## src/sdr_pkg.sv

```systemverilog
// Shared constants, types and response-layout functions for the squib diagnostic read-back block.
package sdr_pkg;

  // Command codes decoded by the read-back logic.
  localparam logic [7:0] CMD_NOP      = 8'h00;
  localparam logic [7:0] CMD_CNT_A1   = 8'h70;
  localparam logic [7:0] CMD_CNT_B1   = 8'h71;
  localparam logic [7:0] CMD_CNT_A2   = 8'h72;
  localparam logic [7:0] CMD_CNT_B2   = 8'h73;
  localparam logic [7:0] CMD_CLIM     = 8'h79;
  localparam logic [7:0] CMD_THERM    = 8'h7F;
  localparam logic [7:0] CMD_SAFE     = 8'hC0;
  localparam logic [7:0] CMD_SHORT    = 8'hC1;
  localparam logic [7:0] CMD_LOW_SIDE_CONTINUITY_FLAG     = 8'hC2;
  localparam logic [7:0] CMD_OPEN     = 8'hC3;
  localparam logic [7:0] CMD_FIRE_SUPPLY    = 8'hC5;
  localparam logic [7:0] CMD_VDLVL    = 8'hC6;
  localparam logic [7:0] CMD_ARM_FIRST = 8'hA0;
  localparam logic [7:0] CMD_ARM_LAST  = 8'hA2;
  localparam logic [3:0] CMD_FIRE_HI  = 4'h5;

  // Frame and reset values.
  localparam int         FRAME_BITS = 8;
  localparam logic [3:0] FRAME_CNT  = 4'h8;
  localparam logic [3:0] BIT_CNT_RST = 4'h0;
  localparam logic [7:0] RESP_RST   = 8'h00;
  localparam logic [7:0] CNT_RST    = 8'h00;
  localparam logic [7:0] CNT_MAX    = 8'hFF;

  // Measurement timebase: one count per tick.
  localparam int CLK_PERIOD_NS = 20;
  localparam int MEAS_TICK_NS  = 1000;
  localparam int MEAS_TICK_CYC = (MEAS_TICK_NS + CLK_PERIOD_NS - 1) / CLK_PERIOD_NS;

  // Channel index order: 0 = a1, 1 = b1, 2 = a2, 3 = b2; pair index 0 = pair 1.
  typedef struct packed {
    logic [3:0] cur_limit;
    logic [3:0] low_side_thermal_flag;
    logic [3:0] high_side_thermal_flag;
    logic [1:0] safing_res_low_flag;
    logic [1:0] safing_res_high_flag;
    logic [1:0] diag_supply_high_flag;
    logic [1:0] diag_supply_low_flag;
    logic [3:0] no_short_ground_flag;
    logic [3:0] no_short_battery_flag;
    logic [3:0] low_side_continuity_flag;
    logic [3:0] open_no_short_ground_flag;
    logic [3:0] open_no_short_battery_flag;
    logic       fire_supply_b_tested;
    logic       fire_supply_high_flag;
    logic       fire_supply_low_flag;
    logic [3:0] diag_supply1_level;
    logic [3:0] diag_supply2_level;
  } sdr_diag_t;

  typedef logic [3:0][7:0] sdr_counts_t;

  // Interleave per-channel flag pairs, channel b2 at the top, upper flag first.
  function automatic logic [7:0] sdr_pairs(input logic [3:0] upper, input logic [3:0] lower);
    sdr_pairs = {upper[3], lower[3], upper[2], lower[2], upper[1], lower[1], upper[0], lower[0]};
  endfunction : sdr_pairs

  // Arm or fire commands are echoed back unchanged.
  function automatic logic sdr_is_echo(input logic [7:0] cmd);
    sdr_is_echo = ((cmd >= CMD_ARM_FIRST) && (cmd <= CMD_ARM_LAST)) || (cmd[7:4] == CMD_FIRE_HI);
  endfunction : sdr_is_echo

  function automatic logic sdr_is_arm(input logic [7:0] cmd);
    sdr_is_arm = (cmd >= CMD_ARM_FIRST) && (cmd <= CMD_ARM_LAST);
  endfunction : sdr_is_arm

endpackage : sdr_pkg

```

## src/sdr_curr_cnt.sv

```systemverilog
// Per-channel saturating current measurement time counter.
`timescale 1ns/1ps
module sdr_curr_cnt
  import sdr_pkg::*;
(
  input  wire logic       clk_sys_i,
  input  wire logic       rst_n_i,
  input  wire logic       tick_i,
  input  wire logic       run_i,
  input  wire logic       above_i,
  input  wire logic       clr_i,
  output logic [7:0]      count_o
);

  logic [7:0] count_reg;

  // count while timed above threshold
  // Saturation keeps a long pulse from wrapping into a short-looking reading.
  always_ff @(posedge clk_sys_i or negedge rst_n_i) begin
    if (!rst_n_i) begin
      count_reg <= CNT_RST;
    end else if (clr_i) begin
      count_reg <= CNT_RST;
    end else if (tick_i && run_i && above_i && (count_reg != CNT_MAX)) begin
      count_reg <= count_reg + 8'h01;
    end
  end

  assign count_o = count_reg;

  a_count_advance: assert property (@(posedge clk_sys_i) disable iff (!rst_n_i)
    (tick_i && run_i && above_i && !clr_i && count_reg != CNT_MAX) |=> count_reg == $past(count_reg) + 8'h01)
    else $error("counter did not advance");
  a_count_hold: assert property (@(posedge clk_sys_i) disable iff (!rst_n_i)
    (!clr_i && !(tick_i && run_i && above_i)) |=> $stable(count_reg))
    else $error("counter moved without cause");
  a_count_clear: assert property (@(posedge clk_sys_i) disable iff (!rst_n_i)
    clr_i |=> count_reg == CNT_RST)
    else $error("counter not cleared");

endmodule : sdr_curr_cnt

```

## src/sdr_readback.sv

```systemverilog
// Serial command decoder returning diagnostic status bytes on the following transfer.
//
// Overview of operation
// - The byte for a command is sent during the next transfer, so the host sends another command to fetch it.
// - The no-operation command does nothing and yields an all-zero byte.
// - Codes 70 to 73 return the 8-bit current time count of channels a1, b1, a2, b2, MSB in bit 7.
// - Code 79 returns zero in bits 7..4 and current-limit flags of b2, a2, b1, a1 in bits 3..0.
// - Code 7F returns low-side then high-side thermal flags per channel, b2 pair at the top.
// - Code C0 returns pair 2 high and pair 1 low, each as safing low, safing high, supply high, supply low.
// - Code C1 returns no-short-to-ground over no-short-to-battery per channel, b2 pair at the top.
// - Code C2 returns zero in bits 7..4 and low-side continuity of b2, a2, b1, a1 in bits 3..0.
// - Code C3 returns the open-squib harness short flags in the same pair layout as C1.
// - Code C5 returns zeros in 7..5, supply-B tested in 4, zeros for don't-care 3..2, high in 1, low in 0.
// - Code C6 returns diagnostic supply 2 levels in 7..4 and supply 1 levels in 3..0, highest first.
// - Each channel count advances while its timer runs and the current is above threshold.
// - An arming command clears the four current time counts and pulses diag_clear_o; the diag_i flags are not cleared here.
// - Each command is exactly one 8-bit transfer, and arm and fire commands are echoed.
`timescale 1ns/1ps
module sdr_readback
  import sdr_pkg::*;
#(
  parameter int TICK_CYC = MEAS_TICK_CYC
) (
  input  wire logic       clk_sys_i,
  input  wire logic       rst_n_i,
  input  wire logic       sclk_i,
  input  wire logic       cs_n_i,
  input  wire logic       mosi_i,
  input  wire sdr_diag_t  diag_i,
  input  wire logic [3:0] meas_run_i,
  input  wire logic [3:0] cur_above_i,
  output logic            miso_o,
  output logic            cmd_done_o,
  output logic [7:0]      cmd_byte_o,
  output logic            diag_clear_o
);

  logic        sclk_reg;
  logic        cs_n_reg;
  logic [3:0]  bit_cnt_reg;
  logic [7:0]  rx_reg;
  logic [7:0]  tx_reg;
  logic [7:0]  resp_reg;
  logic [7:0]  resp_next;
  logic [15:0] tick_cnt_reg;
  logic        tick_reg;
  sdr_counts_t counts;
  logic        cs_fall;
  logic        cs_rise;
  logic        sclk_rise;
  logic        sclk_fall;
  logic        frame_done;
  logic        arm_done;

  // Edge detection on the port lines, which arrive synchronous to the system clock.
  always_ff @(posedge clk_sys_i or negedge rst_n_i) begin
    if (!rst_n_i) begin
      sclk_reg <= 1'b0;
      cs_n_reg <= 1'b1;
    end else begin
      sclk_reg <= sclk_i;
      cs_n_reg <= cs_n_i;
    end
  end

  assign cs_fall   = cs_n_reg && !cs_n_i;
  assign cs_rise   = !cs_n_reg && cs_n_i;
  assign sclk_rise = !sclk_reg && sclk_i && !cs_n_i;
  assign sclk_fall = sclk_reg && !sclk_i && !cs_n_i;
  assign frame_done = cs_rise && (bit_cnt_reg == FRAME_CNT);
  assign arm_done   = frame_done && sdr_is_arm(rx_reg);

  // Receive shifter; extra clocks beyond eight are ignored so a long frame cannot misalign the code.
  always_ff @(posedge clk_sys_i or negedge rst_n_i) begin
    if (!rst_n_i) begin
      bit_cnt_reg <= BIT_CNT_RST;
      rx_reg      <= RESP_RST;
    end else if (cs_fall) begin
      bit_cnt_reg <= BIT_CNT_RST;
    end else if (sclk_rise && (bit_cnt_reg < FRAME_CNT)) begin
      bit_cnt_reg <= bit_cnt_reg + 4'h1;
      rx_reg      <= {rx_reg[6:0], mosi_i};
    end
  end

  // MSB first, shifted on falling clock
  // the stored answer goes out in the next frame
  always_ff @(posedge clk_sys_i or negedge rst_n_i) begin
    if (!rst_n_i) begin
      tx_reg <= RESP_RST;
      miso_o <= 1'b0;
    end else if (cs_fall) begin
      tx_reg <= resp_reg;
      miso_o <= resp_reg[7];
    end else if (sclk_fall && (bit_cnt_reg != BIT_CNT_RST) && (bit_cnt_reg < FRAME_CNT)) begin
      tx_reg <= {tx_reg[6:0], 1'b0};
      miso_o <= tx_reg[6];
    end
  end

  // Response layout for the command just received; unknown codes answer zero.
  always_comb begin
    resp_next = RESP_RST;
    if (sdr_is_echo(rx_reg)) begin
      resp_next = rx_reg;
    end else if (rx_reg == CMD_NOP) begin
      resp_next = RESP_RST;
    end else if ((rx_reg >= CMD_CNT_A1) && (rx_reg <= CMD_CNT_B2)) begin
      resp_next = counts[rx_reg[1:0]];
    end else if (rx_reg == CMD_CLIM) begin
      resp_next = {4'h0, diag_i.cur_limit};
    end else if (rx_reg == CMD_THERM) begin
      resp_next = sdr_pairs(diag_i.low_side_thermal_flag, diag_i.high_side_thermal_flag);
    end else if (rx_reg == CMD_SAFE) begin
      resp_next = {diag_i.safing_res_low_flag[1], diag_i.safing_res_high_flag[1],
                   diag_i.diag_supply_high_flag[1], diag_i.diag_supply_low_flag[1],
                   diag_i.safing_res_low_flag[0], diag_i.safing_res_high_flag[0],
                   diag_i.diag_supply_high_flag[0], diag_i.diag_supply_low_flag[0]};
    end else if (rx_reg == CMD_SHORT) begin
      resp_next = sdr_pairs(diag_i.no_short_ground_flag, diag_i.no_short_battery_flag);
    end else if (rx_reg == CMD_LOW_SIDE_CONTINUITY_FLAG) begin
      resp_next = {4'h0, diag_i.low_side_continuity_flag};
    end else if (rx_reg == CMD_OPEN) begin
      resp_next = sdr_pairs(diag_i.open_no_short_ground_flag, diag_i.open_no_short_battery_flag);
    end else if (rx_reg == CMD_FIRE_SUPPLY) begin
      // fire supply status, don't-care bits driven low
      resp_next = {3'b000, diag_i.fire_supply_b_tested, 2'b00,
                   diag_i.fire_supply_high_flag, diag_i.fire_supply_low_flag};
    end else if (rx_reg == CMD_VDLVL) begin
      resp_next = {diag_i.diag_supply2_level, diag_i.diag_supply1_level};
    end
  end

  // answer captured at the end of the command frame
  // Flags are sampled once here, so a flag changing mid-readout cannot tear the byte.
  always_ff @(posedge clk_sys_i or negedge rst_n_i) begin
    if (!rst_n_i) begin
      resp_reg   <= RESP_RST;
      cmd_byte_o <= RESP_RST;
    end else if (frame_done) begin
      resp_reg   <= resp_next;
      cmd_byte_o <= rx_reg;
    end
  end

  // Frame and clear strobes, one cycle each.
  always_ff @(posedge clk_sys_i or negedge rst_n_i) begin
    if (!rst_n_i) begin
      cmd_done_o   <= 1'b0;
      diag_clear_o <= 1'b0;
    end else begin
      cmd_done_o   <= frame_done;
      diag_clear_o <= arm_done;
    end
  end

  // Measurement timebase divider producing a one-cycle tick.
  always_ff @(posedge clk_sys_i or negedge rst_n_i) begin
    if (!rst_n_i) begin
      tick_cnt_reg <= 16'h0000;
      tick_reg     <= 1'b0;
    end else if (tick_cnt_reg == 16'(TICK_CYC - 1)) begin
      tick_cnt_reg <= 16'h0000;
      tick_reg     <= 1'b1;
    end else begin
      tick_cnt_reg <= tick_cnt_reg + 16'h0001;
      tick_reg     <= 1'b0;
    end
  end

  // One counter per channel, cleared by the arming command.
  for (genvar ch = 0; ch < 4; ch++) begin : g_cnt
    sdr_curr_cnt u_cnt (
      .clk_sys_i (clk_sys_i),
      .rst_n_i   (rst_n_i),
      .tick_i    (tick_reg),
      .run_i     (meas_run_i[ch]),
      .above_i   (cur_above_i[ch]),
      .clr_i     (arm_done),
      .count_o   (counts[ch])
    );
  end

  a_nop_zero: assert property (@(posedge clk_sys_i) disable iff (!rst_n_i)
    (frame_done && rx_reg == CMD_NOP) |=> resp_reg == 8'h00)
    else $error("nop answer not zero");
  a_count_read: assert property (@(posedge clk_sys_i) disable iff (!rst_n_i)
    (frame_done && rx_reg == CMD_CNT_B1) |=> resp_reg == $past(counts[1]))
    else $error("count readout wrong");
  a_clim_layout: assert property (@(posedge clk_sys_i) disable iff (!rst_n_i)
    (frame_done && rx_reg == CMD_CLIM) |=> resp_reg == {4'h0, $past(diag_i.cur_limit)})
    else $error("current limit layout wrong");
  a_therm_top: assert property (@(posedge clk_sys_i) disable iff (!rst_n_i)
    (frame_done && rx_reg == CMD_THERM) |=>
      resp_reg[7:6] == {$past(diag_i.low_side_thermal_flag[3]), $past(diag_i.high_side_thermal_flag[3])})
    else $error("thermal layout wrong");
  a_safe_nibble: assert property (@(posedge clk_sys_i) disable iff (!rst_n_i)
    (frame_done && rx_reg == CMD_SAFE) |=> resp_reg[3] == $past(diag_i.safing_res_low_flag[0]))
    else $error("safing layout wrong");
  a_short_pair: assert property (@(posedge clk_sys_i) disable iff (!rst_n_i)
    (frame_done && rx_reg == CMD_SHORT) |=> resp_reg[1:0] ==
      {$past(diag_i.no_short_ground_flag[0]), $past(diag_i.no_short_battery_flag[0])})
    else $error("short layout wrong");
  a_fire_supply_zero: assert property (@(posedge clk_sys_i) disable iff (!rst_n_i)
    (frame_done && rx_reg == CMD_FIRE_SUPPLY) |=> resp_reg[7:5] == 3'b000 && resp_reg[3:2] == 2'b00)
    else $error("fire supply fixed bits wrong");
  a_echo_arm: assert property (@(posedge clk_sys_i) disable iff (!rst_n_i)
    (frame_done && sdr_is_echo(rx_reg)) |=> resp_reg == $past(rx_reg))
    else $error("arm or fire not echoed");
  a_arm_clear: assert property (@(posedge clk_sys_i) disable iff (!rst_n_i)
    (frame_done && sdr_is_arm(rx_reg)) |=> diag_clear_o && counts == '0)
    else $error("arm did not clear results");
  a_short_frame: assert property (@(posedge clk_sys_i) disable iff (!rst_n_i)
    (cs_rise && bit_cnt_reg != FRAME_CNT) |=> $stable(resp_reg) && !cmd_done_o)
    else $error("partial frame accepted");
  a_miso_msb: assert property (@(posedge clk_sys_i) disable iff (!rst_n_i)
    cs_fall |=> miso_o == $past(resp_reg[7]))
    else $error("first bit not msb");

  c_nop: cover property (@(posedge clk_sys_i) disable iff (!rst_n_i) frame_done && rx_reg == CMD_NOP);
  c_arm: cover property (@(posedge clk_sys_i) disable iff (!rst_n_i) arm_done);
  c_count: cover property (@(posedge clk_sys_i) disable iff (!rst_n_i)
    frame_done && rx_reg == CMD_CNT_A1 && counts[0] != CNT_RST);

endmodule : sdr_readback

```

## config.mk

```make
export PLATFORM = sky130hd
export DESIGN_NAME = sdr_readback
export DESIGN_NICKNAME = d
export VERILOG_FILES = /design/src/sdr_pkg.sv /design/src/sdr_curr_cnt.sv /design/src/sdr_readback.sv
export SDC_FILE = /design/constraint.sdc
export NUM_CORES = 1
export LEC_CHECK = 0
export BUFFER_PORTS_ARGS = -buffer_cell sky130_fd_sc_hd__buf_2
export CORE_ASPECT_RATIO = 0.7
export CORE_MARGIN = 5
export CORE_UTILIZATION = 44
export CTS_CLUSTER_DIAMETER = 120
export DETAILED_ROUTE_END_ITERATION = 10
export HOLD_SLACK_MARGIN = 0.03
export PLACE_DENSITY_LB_ADDON = 0.15
export SLEW_MARGIN = 25
export SYNTH_ARGS = -nofsm -noshare
export SYNTH_HDL_FRONTEND = slang
export SYNTH_HIERARCHICAL = 1
export SYNTH_SLANG_ARGS = --single-unit
```

## constraint.sdc

```tcl
create_clock -name clk_sys_i -period 4.37 [get_ports clk_sys_i]
set_input_delay 0.874 -clock clk_sys_i [delete_from_list [all_inputs] [get_ports clk_sys_i]]
set_output_delay 0.874 -clock clk_sys_i [all_outputs]
set_load 0.05 [all_outputs]
```

Word-level counts from Yosys, hierarchy flattened
Cells that the tools add are included.
Cells by class
  add/sub/neg operators: 6
  multipliers: 0
  divide/modulo/power cells: 0
  $lt $le $gt $ge: 6
  equal/unequal tests: 15
  shift-type cells: 0
  multiplexer cells: 29
  bitwise operators: 1
  reductions and logical operators: 39
Operators by type and width (count)
  $mux 8: 20
  $eq 8x8->1 const B: 6
  $add 8x1->8 const B: 4
  $ne 8x8->1 const B: 4
  $logic_and 1x1->1: 25
  $add 16x1->16 const B: 1
  $bmux 8 s2: 1
  $eq 16x6->1 const B: 1
  $eq 8x7->1 const B: 2
  $mux 16: 1
  $mux 7: 2
  $reduce_bool 2->1: 6
  $ge 8x7->1 const B: 1
  $ge 8x8->1 const B: 1
  $le 8x7->1 const B: 1
  $le 8x8->1 const B: 1
  $logic_not 8->1: 1
  $mux 4: 2
  $add 4x1->4 const B: 1
  $eq 4x3->1 const B: 1
  $eq 4x4->1 const B: 1
  $logic_not 1->1: 4
  $lt 4x4->1 const B: 1
  $reduce_bool 4->1: 1
  5 further kinds: 7
Word-level totals
  bits in registers: 89
  latch bits: 0
  RAM bits: 0
  memory bits (read-only): 0
  output and inout bits: 11
  memories: 0

Logic depth before layout (Yosys ltp)
Gate-level depths: netlist (run 1).
  depth in word-level cells: 12
  depth in mapped cells: 9
  gate-level depth less buffers: 8

By module
Netlist (run 1), hierarchy kept.
By module, submodules not included
  sdr_readback: times used 1, cells an instance 358, area an instance 3393.3 um^2, seq. area each 1427.6 um^2
  sdr_curr_cnt: times used 4, cells an instance 52, area an instance 511.7 um^2, seq. area each 200.2 um^2

Worst setup path before layout (run 1)
OpenSTA, ideal clock, no wires.
  path kind: input -> register
  start point: input port cs_n_i
  end point: register g_cnt[0].u_cnt.count_reg[0]
  setup time: 0.125 ns
  arrival: 2.465 ns
  data required time: 4.245 ns
  setup slack: 1.780 ns
  stages: 7
  path buffers: 2
  path through: nand2_1 -> or3_1 -> clkbuf_1 -> nor2_1 -> clkbuf_1 -> nor2_1 -> mux2_4
Between the ends
  longest elaborated chain between the ends: 4
  elaborated cells on any way between the ends: 5
  classes of those cells: mux (1); reduce/logical (4)
Ends and longest elaborated chain
  start, declared: RTL line sdr_readback.sv:27  | input wire logic cs_n_i,
  $logic_and 1x1->1 *: RTL line sdr_readback.sv:67  | assign cs_rise = !cs_n_reg && cs_n_i;
  $logic_and 1x1->1 *: RTL line sdr_readback.sv:70  | assign frame_done = cs_rise && (bit_cnt_reg == FRAME_CNT);
  $logic_and 1x1->1 *: RTL line sdr_readback.sv:71  | assign arm_done = frame_done && sdr_is_arm(rx_reg);
  via arm_done: RTL line sdr_readback.sv:53  | logic arm_done;
  $mux 8 or $reduce_bool 2->1 (tied branches)
  end signal, assigned: RTL line sdr_curr_cnt.sv:25  | count_reg <= count_reg + 8'h01;
  end, declared: RTL line sdr_curr_cnt.sv:15  | logic [7:0] count_reg;
The timed path passes the listed nets; every way through them passes the cells marked *.
A chain may end at the register's enable or synchronous reset.

Final worst setup path (run 1)
  start point: input port cs_n_i
  end point: register rx_reg[5]
Between the ends
  longest elaborated chain between the ends: 4
  elaborated cells on any way between the ends: 6
  classes of those cells: bitwise (1); reduce/logical (5)
Ends and longest elaborated chain
  $logic_not 1->1 *: RTL line sdr_readback.sv:66, sdr_readback.sv:68
  $logic_and 1x1->1, on equally long branches: RTL line sdr_readback.sv:68, sdr_readback.sv:66
  $logic_and 1x1->1 or $not 1->1 (tied branches)
  $reduce_and 2->1 (no source line) *
  end signal, assigned: RTL line sdr_readback.sv:82  | rx_reg <= {rx_reg[6:0], mosi_i};
  end, declared: RTL line sdr_readback.sv:41  | logic [7:0] rx_reg;
Mark *: on every way between the ends. The rest lies on a longest branch, timed or not.

==> results.toml, run 1 <==
[yosys]
synth_ff_type = "dfrtp_1"
syn_area_um2 = 5440
ys_async_sr_fraction_pct = 100
synth_top_area_share_pct = 40.5
ys_seq_area_share_pct = 41.0
synth_cell_types = 59
ys_ff_latch = 89
synth_warnings = 6
synth_top_area_cell = "dfrtp_1"
synth_edf_count = 0
syn_area_per_cell_um2 = 9.61
synth_area_leaders = "dfrtp_1 40%, nand2_1 4.3%, mux2i_1 3.5%, mux4_2 3.3%, nor2_1 2.7%"
synth_nets = 638
syn_inst = 566

[routing]
vias = 4542
wirelength_um = 14000
ant_nets = 0
wire_per_inst_um = 17.7
drt-initial-drc-count = 371
viasPerCell = 5.76
drc = 0
firstDrtPassIters = 5

[outcome]
status = "complete, no violations"

[sta]
fin_crit_ps = 2690
max_freq_ghz = 0.371
clock_skew_ps = 6.60
slew_viol_final = 0
setup_viol = 0
min_period_over_period_pct = 61.6
finalHoldViolCount = 0
rsz0062_at_grt = "no"
fin_tns_setup_ps = 0
worstMarginPinSlew_ps = 975
maxSlewHeadroom_pct = 35.0

[clock_tree]
clock_tree.buffer_depth = 2
cts-resized-gates = 0
cts_htree_levels = 3
hold_buffers = 0
clock-sinks = 89
clkLatencyLatePin_ps = 340
cts_tree = "done"
cts_inserted_buffers = 9
postCtsSetupBuffers = 0
clockRootBuffer = "clkbuf_16"
clk_pin_slew_ps = 60

[critical_path]
cp-endpoint = "rx_reg[5]$_DFFE_PN0P_"
required_ps = 4590
critPathMaxStageDelay_ps = 800
reg2reg_to = "g_cnt[2].u_cnt/count_o[0]$_DFFE_PN0P_"
crit_chain = "buf_2 -> nor4b_1 -> nor2b_1 -> mux2_2"
critical_path.reg2reg.startpoint = "rx_reg[2]$_DFFE_PN0P_"
endpoint_kind = "flop"
slowest_stage = "nor2b_1"
critical_path_class = "input pin to flop"
path_max_fanout = 10
crit_cells = 4
arrival_ps = 2920
crit_buf_inv = 1
reg2reg_slack_ps = 1730
ff2ff_path_depth = 6
path_delay_family = "simple AND/OR/NAND/NOR gates"
startpoint = "cs_n_i"
cp-start-kind = "input pin"

[layout]
area_delta_synth_final_pct = 13.7
largest_register_ffs = 32
nFillCells = 1162
n_antenna_cell = 0
nets = 694
final_cell_mix = "88 x dfrtp_1, 73 x buf_2, 63 x nand2_1"
drive_gt1_share_pct = 23.4
mostFrequentLayoutCell = "dfrtp_1"

[pwr]
power-per-cell-area_nw_per_um2 = 338
power_frac_comb_pct = 16.1
p_leak_nw = 2.77
switching_share_pct = 29.8
clkPwrFrac_pct = 38.4
max-vdd-ir-drop_mv = 0.175
p_int_w = 0.00147
pwr-share-seq_pct = 45.5
finalPower_w = 0.00209
p_switching_w = 0.000623

[global_routing]
grt_pass1_vias = 4306
use_met1_pct = 29.3
overflow = 0
grt_util_all_layers_pct = 19.8
grt_first_pass_wirelength_um = 22900
grt_start_max_net_pins = 75
antenna_found_initial = 0
grt-busiest-layer = "met2"
use_met3_pct = 4.78
groute.layer.met2.usage_pct = 29.5

[placement]
portBuffers = 74
place.gp.congestion = 0.839
dpl.hpwl_um = 10300

[die]
die_area_um2 = 14700
rows = 34
start_util_pct = 44.4
die_x_um = 143
die_h_um = 103
core_area_um2 = 12300
ios = 75

[flow_run]
cap_violations = 0

[worst_hold_path]
hold_class = "flop to flop"
hp-start = "cmd_byte_o[5]$_DFFE_PN0P_"
## power groups by stage
stage	clock (W)	sequential (W)	combinational (W)
global placement	0	0.000962	0.000327
global route	0.000849	0.000959	0.000375
finish	0.000802	0.000951	0.000335
CTS	0.000823	0.000950	0.000334
detailed placement	0	0.000965	0.000333
floorplan	0	0.000897	0.000282
## metrics by stage
step / instances / worst slack (ps) / cell area, µm² / util (%) / hold slack [ps]
finish: 789 / 1680 / 6190 / 50.5 / 473
CTS: 789 / 1670 / 6180 / 50.5 / 480
global route: 789 / 1450 / 6190 / 50.5 / 499
detailed placement: 773 / 1320 / 5880 / 48.0 / 464
floorplan: 566 / 1780 / 5440 / - / 447
global placement: 773 / 1400 / 5880 / 48.0 / 460
## tightest hold or removal path, stage by stage (launching register included)
cell and delay (ps):
dfrtp_1 340, nand2_1 50, nand2_1 50
## cell type report
cell class	count	area [µm²]	area share (%)
clock buffers	11	243	3.92
multi-input cells	423	2960	47.8
clock inverters	5	63.8	1.03
flip-flops and latches	89	2230	36.0
well taps	162	203	3.28
repair buffers	79	414	6.69
inverters	20	75.1	1.21
## worst min path at each step
stage / endpoint / slack (ps) / depth (start not counted)
6_report: cmd_byte_o[5]$_DFFE_PN0P_ / 470 / 2
5_1_grt: cmd_byte_o[1]$_DFFE_PN0P_ / 500 / 2
4_1_cts: cmd_byte_o[7]$_DFFE_PN0P_ / 480 / 2
3_5_place_dp: cmd_byte_o[7]$_DFFE_PN0P_ / 460 / 2
3_3_place_gp: cmd_byte_o[5]$_DFFE_PN0P_ / 460 / 2
2_1_floorplan: tick_cnt_reg[15]$_DFF_PN0_ / 450 / 1
## cells in the mapped netlist, types with 5 or more instances
cell type  count
nand2_1       63
mux4_2         8
nor4_1         8
and2_1        13
buf_6          5
mux2i_1       19
nor2b_1       16
a31oi_1       14
ha_1           8
nand3_1       21
a311oi_1       5
buf_2         12
xnor2_1       12
nor2_1        39
dfrtp_1       88
and3_1        11
mux2_4         8
nor3_1        10
clkbuf_1      14
o21ai_0       24
a221o_1        5
a211oi_1      14
inv_1         20
mux2_2        12
a21oi_1       28
nand4_1       15
and3_2         8
nand2b_1      12
## kinds of logic (layout without fill, tap and decap cells)
kind of cell	after synthesis	after routing	share of synthesized area, %
AO/OA/AOI/OAI	118	118	15.4
flip-flops	89	89	41.0
XOR/XNOR	15	15	2.41
buffers and inverters	54	115	4.69
adder cells (fa/ha/maj)	8	8	1.84
AND/OR/NAND/NOR	235	235	23.2
multiplexers	47	47	11.5
## routing by layer
metal	up-vias	share of wire, %
met5	-	0
met4	0	1.2
met3	11	6.0
met2	123	45
met1	2215	48
li1	2193	-
(Power assumes the default switching activity.)
==> run 2, diff against run 1 <==
--- a/config.mk
+++ b/config.mk
@@ -5,6 +5,7 @@
 export SDC_FILE = /design/constraint.sdc
 export NUM_CORES = 1
 export LEC_CHECK = 0
+export ABC_AREA = 1
 export BUFFER_PORTS_ARGS = -buffer_cell sky130_fd_sc_hd__buf_2
 export CORE_ASPECT_RATIO = 0.7
 export CORE_MARGIN = 5
==> constraint.sdc (replaced) <==
create_clock -name clk_sys_i -period 2.2 [get_ports clk_sys_i]
set_input_delay 0.44 -clock clk_sys_i [delete_from_list [all_inputs] [get_ports clk_sys_i]]
set_output_delay 0.44 -clock clk_sys_i [all_outputs]
set_load 0.05 [all_outputs]
==> results.toml, run 2 <==
[worst_hold_path]
hold_class = "input pin to async pin"

[flow_run]
cap_violations = 0

[sta]
hold_slack_ps = 77.0
min_period_over_period_pct = 88.7
worstMarginPinSlew_ps = 577
fin_crit_ps = 1950
clock_skew_ps = 11.2
finalHoldViolCount = 0
setup_slack_ps = 249
rsz0062_at_grt = "no"
maxSlewHeadroom_pct = 61.5
slew_viol_final = 0
fin_tns_setup_ps = 0
setup_viol = 0
max_freq_ghz = 0.512

[clock_tree]
cts_htree_levels = 3
clk_pin_slew_ps = 60
hold_buffers = 0
clkLatencyLatePin_ps = 340
cts_tree = "done"
clockRootBuffer = "clkbuf_16"
cts_inserted_buffers = 9
postCtsSetupBuffers = 2
clock_tree.buffer_depth = 2
clock-sinks = 89
cts-resized-gates = 0

[yosys]
syn_area_um2 = 5440
synth_nets = 806
synth_ff_type = "dfrtp_1"
synth_edf_count = 0
syn_area_per_cell_um2 = 7.41
ys_seq_area_share_pct = 41.0
syn_inst = 734
synth_warnings = 6
yosysMostFrequentCell = "nand2_1"
synth_area_leaders = "dfrtp_1 41%, nand2_1 15%, inv_1 5.5%, nand3_1 5.2%, nor2_1 4.1%"
synth_top_area_cell = "dfrtp_1"
synth_top_area_share_pct = 40.5
ys_ff_latch = 89
yosys-top-cells-count = "218 x nand2_1, 88 x dfrtp_1, 79 x inv_1"
synth_cell_types = 44
ys_async_sr_fraction_pct = 100

[routing]
drc = 0
ant_nets = 0
wirelength_um = 14000
drt-initial-drc-count = 363
vias = 5063
wire_per_inst_um = 14.1
firstDrtPassIters = 5
viasPerCell = 5.08

[global_routing]
grt-busiest-layer = "met1"
use_met3_pct = 4.40
antenna_found_initial = 0
use_met1_pct = 30.4
grt_pass1_vias = 4880
overflow = 0
grt_util_all_layers_pct = 20.1
grt_start_max_net_pins = 37
grt_first_pass_wirelength_um = 23900
groute.layer.met2.usage_pct = 29.1

[die]
start_util_pct = 44.4
ios = 75
die_area_um2 = 14700
core_area_um2 = 12300
rows = 34
die_h_um = 103
die_x_um = 143

[critical_path]
arrival_ps = 2180
path_max_fanout = 14
crit_buf_inv = 4
slowest_stage = "dfrtp_1"
path_delay_family = "simple AND/OR/NAND/NOR gates"
worst_path_most_repeated_cell = "inv_1"
endpoint_kind = "flop"
critPathMaxStageDelay_ps = 490
critical_path_class = "flop to flop"
cp-start-kind = "flop"
required_ps = 2430
crit_chain = "nand2_4 -> clkinv_4 -> nor3_1 -> inv_1 -> nor2_4 -> buf_12 -> inv_1 -> nand3_1 -> nand2_1"

[layout]
fin_util_pct = 52.6
mostFrequentLayoutCell = "nand2_1"
drive_gt1_share_pct = 21.8
final_cell_mix = "218 x nand2_1, 88 x dfrtp_1, 79 x inv_1"
largest_register_ffs = 32
area_delta_synth_final_pct = 18.6
nets = 901
n_antenna_cell = 0

[placement]
place.gp.congestion = 0.908
dpl.hpwl_um = 10900
portBuffers = 74
post-place-ws_ps = -18.2

[outcome]
status = "complete, no violations"

[pwr]
p_leak_nw = 3.38
max-vdd-ir-drop_mv = 0.363
power-per-cell-area_nw_per_um2 = 643
==> run 2: changes by cell type in the layout (fill, tap and decap cells not counted), moves of 13 or more <==
cell      change
and2_1       -13
nand2_1     +155
nor2_2       +14
a211oi_1     -14
nor2_4       +14
mux2i_1      -19
nand3_1      +36
nor2b_1      -16
nor2_1       +21
inv_1        +59
==> run 2: report_power, final <==
part | leakage (nW) | internal [W] | switching [W] | total, W
Combinational | 2.07 | 0.000253 | 0.000516 | 0.000769
Sequential | 1.16 | 0.00175 | 0.0000915 | 0.00184
Clock | 0.147 | 0.000887 | 0.000649 | 0.00154
==> run 2: path summary, 6_finish.rpt <==
kind | startpoint | to | slack [ps] | cells after the start
min in group clk_sys_i | cs_n_i | cs_n_reg$_DFF_PN1_ | 230 | 1
max in group asynchronous | rst_n_i | tx_reg[1]$_DFFE_PN0P_ | 1570 | 2
max reg2reg | rx_reg[1]$_DFFE_PN0P_ | g_cnt[0].u_cnt/count_o[4]$_DFFE_PN0P_ | 250 | 9
min reg2reg | cmd_byte_o[3]$_DFFE_PN0P_ | cmd_byte_o[3]$_DFFE_PN0P_ | 470 | 2
max | rx_reg[1]$_DFFE_PN0P_ | g_cnt[0].u_cnt/count_o[4]$_DFFE_PN0P_ | 250 | 9
min | rst_n_i | g_cnt[2].u_cnt/count_o[6]$_DFFE_PN0P_ | 80 | 1
==> run 2: worst register-to-register path, stage by stage, from the launching register on <==
cell and delay (ps):
dfrtp_1 490, nand2_4 180, clkinv_4 100, nor3_1 300, inv_1 170, nor2_4 130
buf_12 150, inv_1 150, nand3_1 130, nand2_1 60
==> run 2: cell families (layout without fill, tap and decap cells) <==
family / Yosys count / after routing / synth area share, %
fa+ha+maj: 8 / 8 / 1.84
buf+inv: 102 / 202 / 7.36
simple gates: 441 / 441 / 39.0
xor+xnor: 14 / 14 / 2.26
flops: 89 / 89 / 41.0
compound gates: 80 / 80 / 8.56
==> run 2: routing by layer <==
| metal | share of wire (%) | vias up | wire [µm] |
|---|---|---|---|
| met5 | 0 | - | 0 |
| met3 | 7.1 | 13 | 995 |
| met4 | 0.99 | 0 | 139 |
| met1 | 50 | 2308 | 7070 |
| met2 | 42 | 186 | 5840 |
| li1 | - | 2556 | - |
==> run 2: through the flow <==
stage	area (µm²)	power (W)	std cells
after floorplan	5440	0.00233	734
after global placement	6120	0.00261	978
after detailed placement	6120	0.00263	978
after CTS	6450	0.00418	996
after global routing	6450	0.00436	996
final	6450	0.00414	996
==> run 2: final cells by class <==
cell class / count / area, µm²
Fill cell: 1198 / 5800
Multi-Input combinational cell: 543 / 2820
Sequential cell: 89 / 2230
Timing Repair Buffer: 92 / 546
Inverter: 94 / 360
Clock buffer: 10 / 229
Tap cell: 162 / 203
Clock inverter: 6 / 66.3
==> run 3, diff against run 2 <==
--- a/config.mk
+++ b/config.mk
@@ -5,15 +5,15 @@
 export SDC_FILE = /design/constraint.sdc
 export NUM_CORES = 1
 export LEC_CHECK = 0
-export ABC_AREA = 1
 export BUFFER_PORTS_ARGS = -buffer_cell sky130_fd_sc_hd__buf_2
 export CORE_ASPECT_RATIO = 0.7
 export CORE_MARGIN = 5
-export CORE_UTILIZATION = 44
+export CORE_UTILIZATION = 36
 export CTS_CLUSTER_DIAMETER = 120
 export DETAILED_ROUTE_END_ITERATION = 10
 export HOLD_SLACK_MARGIN = 0.03
 export PLACE_DENSITY_LB_ADDON = 0.15
+export SKIP_LAST_GASP = 1
 export SLEW_MARGIN = 25
 export SYNTH_ARGS = -nofsm -noshare
 export SYNTH_HDL_FRONTEND = slang
==> results.toml, run 3 (synthesis results as in run 1) <==
[pwr]
max-vdd-ir-drop_mv = 0.335
power-per-cell-area_nw_per_um2 = 678
p_leak_nw = 2.91

[sta]
setup_viol = 0
max_freq_ghz = 0.472
slew_viol_final = 0
hold_slack_ps = 70.4
fin_tns_setup_ps = 0
finalHoldViolCount = 0
rsz0062_at_grt = "no"
clock_skew_ps = 8.38
fin_crit_ps = 2120
min_period_over_period_pct = 96.2
setup_slack_ps = 83.0
maxSlewHeadroom_pct = 39.7
worstMarginPinSlew_ps = 904

[critical_path]
arrival_ps = 2340
slowest_stage = "dfrtp_1"
endpoint_kind = "flop"
critPathMaxStageDelay_ps = 470
cp-start-kind = "flop"
path_max_fanout = 7
required_ps = 2420
crit_buf_inv = 0
critical_path_class = "flop to flop"
crit_chain = "nand4bb_4 -> or3_4 -> o311a_1 -> a2111oi_2 -> o31ai_1"
path_delay_family = "compound AO/OA/AOI/OAI gates"

[clock_tree]
hold_buffers = 0
clockRootBuffer = "clkbuf_16"
cts_tree = "done"
clock_tree.buffer_depth = 2
cts_inserted_buffers = 9
clk_pin_slew_ps = 70
clkLatencyLatePin_ps = 350
cts_htree_levels = 3
cts-resized-gates = 0
postCtsSetupBuffers = 0
clock-sinks = 89

[die]
ios = 75
die_x_um = 157
core_area_um2 = 14800
die_area_um2 = 17700
die_h_um = 113
rows = 37
start_util_pct = 36.8

[global_routing]
antenna_found_initial = 0
grt_first_pass_wirelength_um = 25000
grt_pass1_vias = 4531
overflow = 0
grt_start_max_net_pins = 47
grt_util_all_layers_pct = 17.7

[layout]
design_area_um2 = 6470
drive_gt1_share_pct = 26.6
final_cell_mix = "88 x dfrtp_1, 73 x buf_2, 63 x nand2_1"
n_antenna_cell = 0
nets = 718
mostFrequentLayoutCell = "dfrtp_1"
largest_register_ffs = 32
nFillCells = 1413
area_delta_synth_final_pct = 18.9

[routing]
viasPerCell = 5.41
vias = 4573
ant_nets = 0
wirelength_um = 15200
wire_per_inst_um = 18.0
drc = 0
firstDrtPassIters = 4
drt-initial-drc-count = 369

[flow_run]
cap_violations = 0

[placement]
dpl_cell_area_um2 = 6150
portBuffers = 74
post-place-ws_ps = 87.7
dpl.hpwl_um = 11600
place.gp.congestion = 0.874

[worst_hold_path]
hold_class = "input pin to async pin"

[outcome]
status = "complete, no violations"
[run 3: cell type report]
class / count / area, µm² / area share (%)
repair buffers: 103 / 628 / 9.71
well taps: 195 / 244 / 3.77
clock inverters: 6 / 90.1 / 1.39
inverters: 20 / 75.1 / 1.16
multi-input cells: 423 / 2980 / 46.0
clock buffers: 10 / 229 / 3.54
flip-flops and latches: 89 / 2230 / 34.4
[run 3: worst paths after layout]
path | to | from | depth (start not counted) | slack (ps)
max | resp_reg[3]$_DFFE_PN0P_ | rx_reg[4]$_DFFE_PN0P_ | 5 | 80
min | g_cnt[2].u_cnt/count_o[1]$_DFFE_PN0P_ | rst_n_i | 1 | 70
max reg2reg | resp_reg[3]$_DFFE_PN0P_ | rx_reg[4]$_DFFE_PN0P_ | 5 | 80
min reg2reg | cmd_byte_o[1]$_DFFE_PN0P_ | cmd_byte_o[1]$_DFFE_PN0P_ | 2 | 470
max in group asynchronous | tick_cnt_reg[8]$_DFF_PN0_ | rst_n_i | 2 | 1440
min in group clk_sys_i | sclk_reg$_DFF_PN0_ | sclk_i | 1 | 240
[run 3: where the power goes]
part           total, W  switching (W)  internal, W  leakage, nW
combinational  0.000907       0.000509     0.000398         1.56
clock           0.00168       0.000674      0.00100        0.159
sequential      0.00180       0.000102      0.00170         1.19
total           0.00439        0.00129      0.00310         2.91
[run 3: routing by layer]
| metal | track usage [%] | up-vias | wire (µm) | part of all wire (%) |
|---|---|---|---|---|
| li1 | - | 2234 | - | - |
| met1 | 27.7 | 2227 | 7940 | 52 |
| met2 | 25.5 | 103 | 6570 | 43 |
| met3 | 3.33 | 9 | 608 | 4.0 |
| met4 | 3.29 | 0 | 99 | 0.65 |
| met5 | 0 | - | 0 | 0 |
[run 3: metrics by stage]
stage	power, W	std cells	utilization, %
4_1_cts	0.00444	846	43.8
2_1_floorplan	0.00235	566	-
3_3_place_gp	0.00273	830	41.6
6_report	0.00439	846	43.8
5_1_grt	0.00462	846	43.8
3_5_place_dp	0.00274	830	41.6
[run 3: worst register-to-register path, cell delays in order, from the launching register on]
cell and delay [ps]:
dfrtp_1 470, nand4bb_4 300, or3_4 380, o311a_1 340, a2111oi_2 390, o31ai_1 120
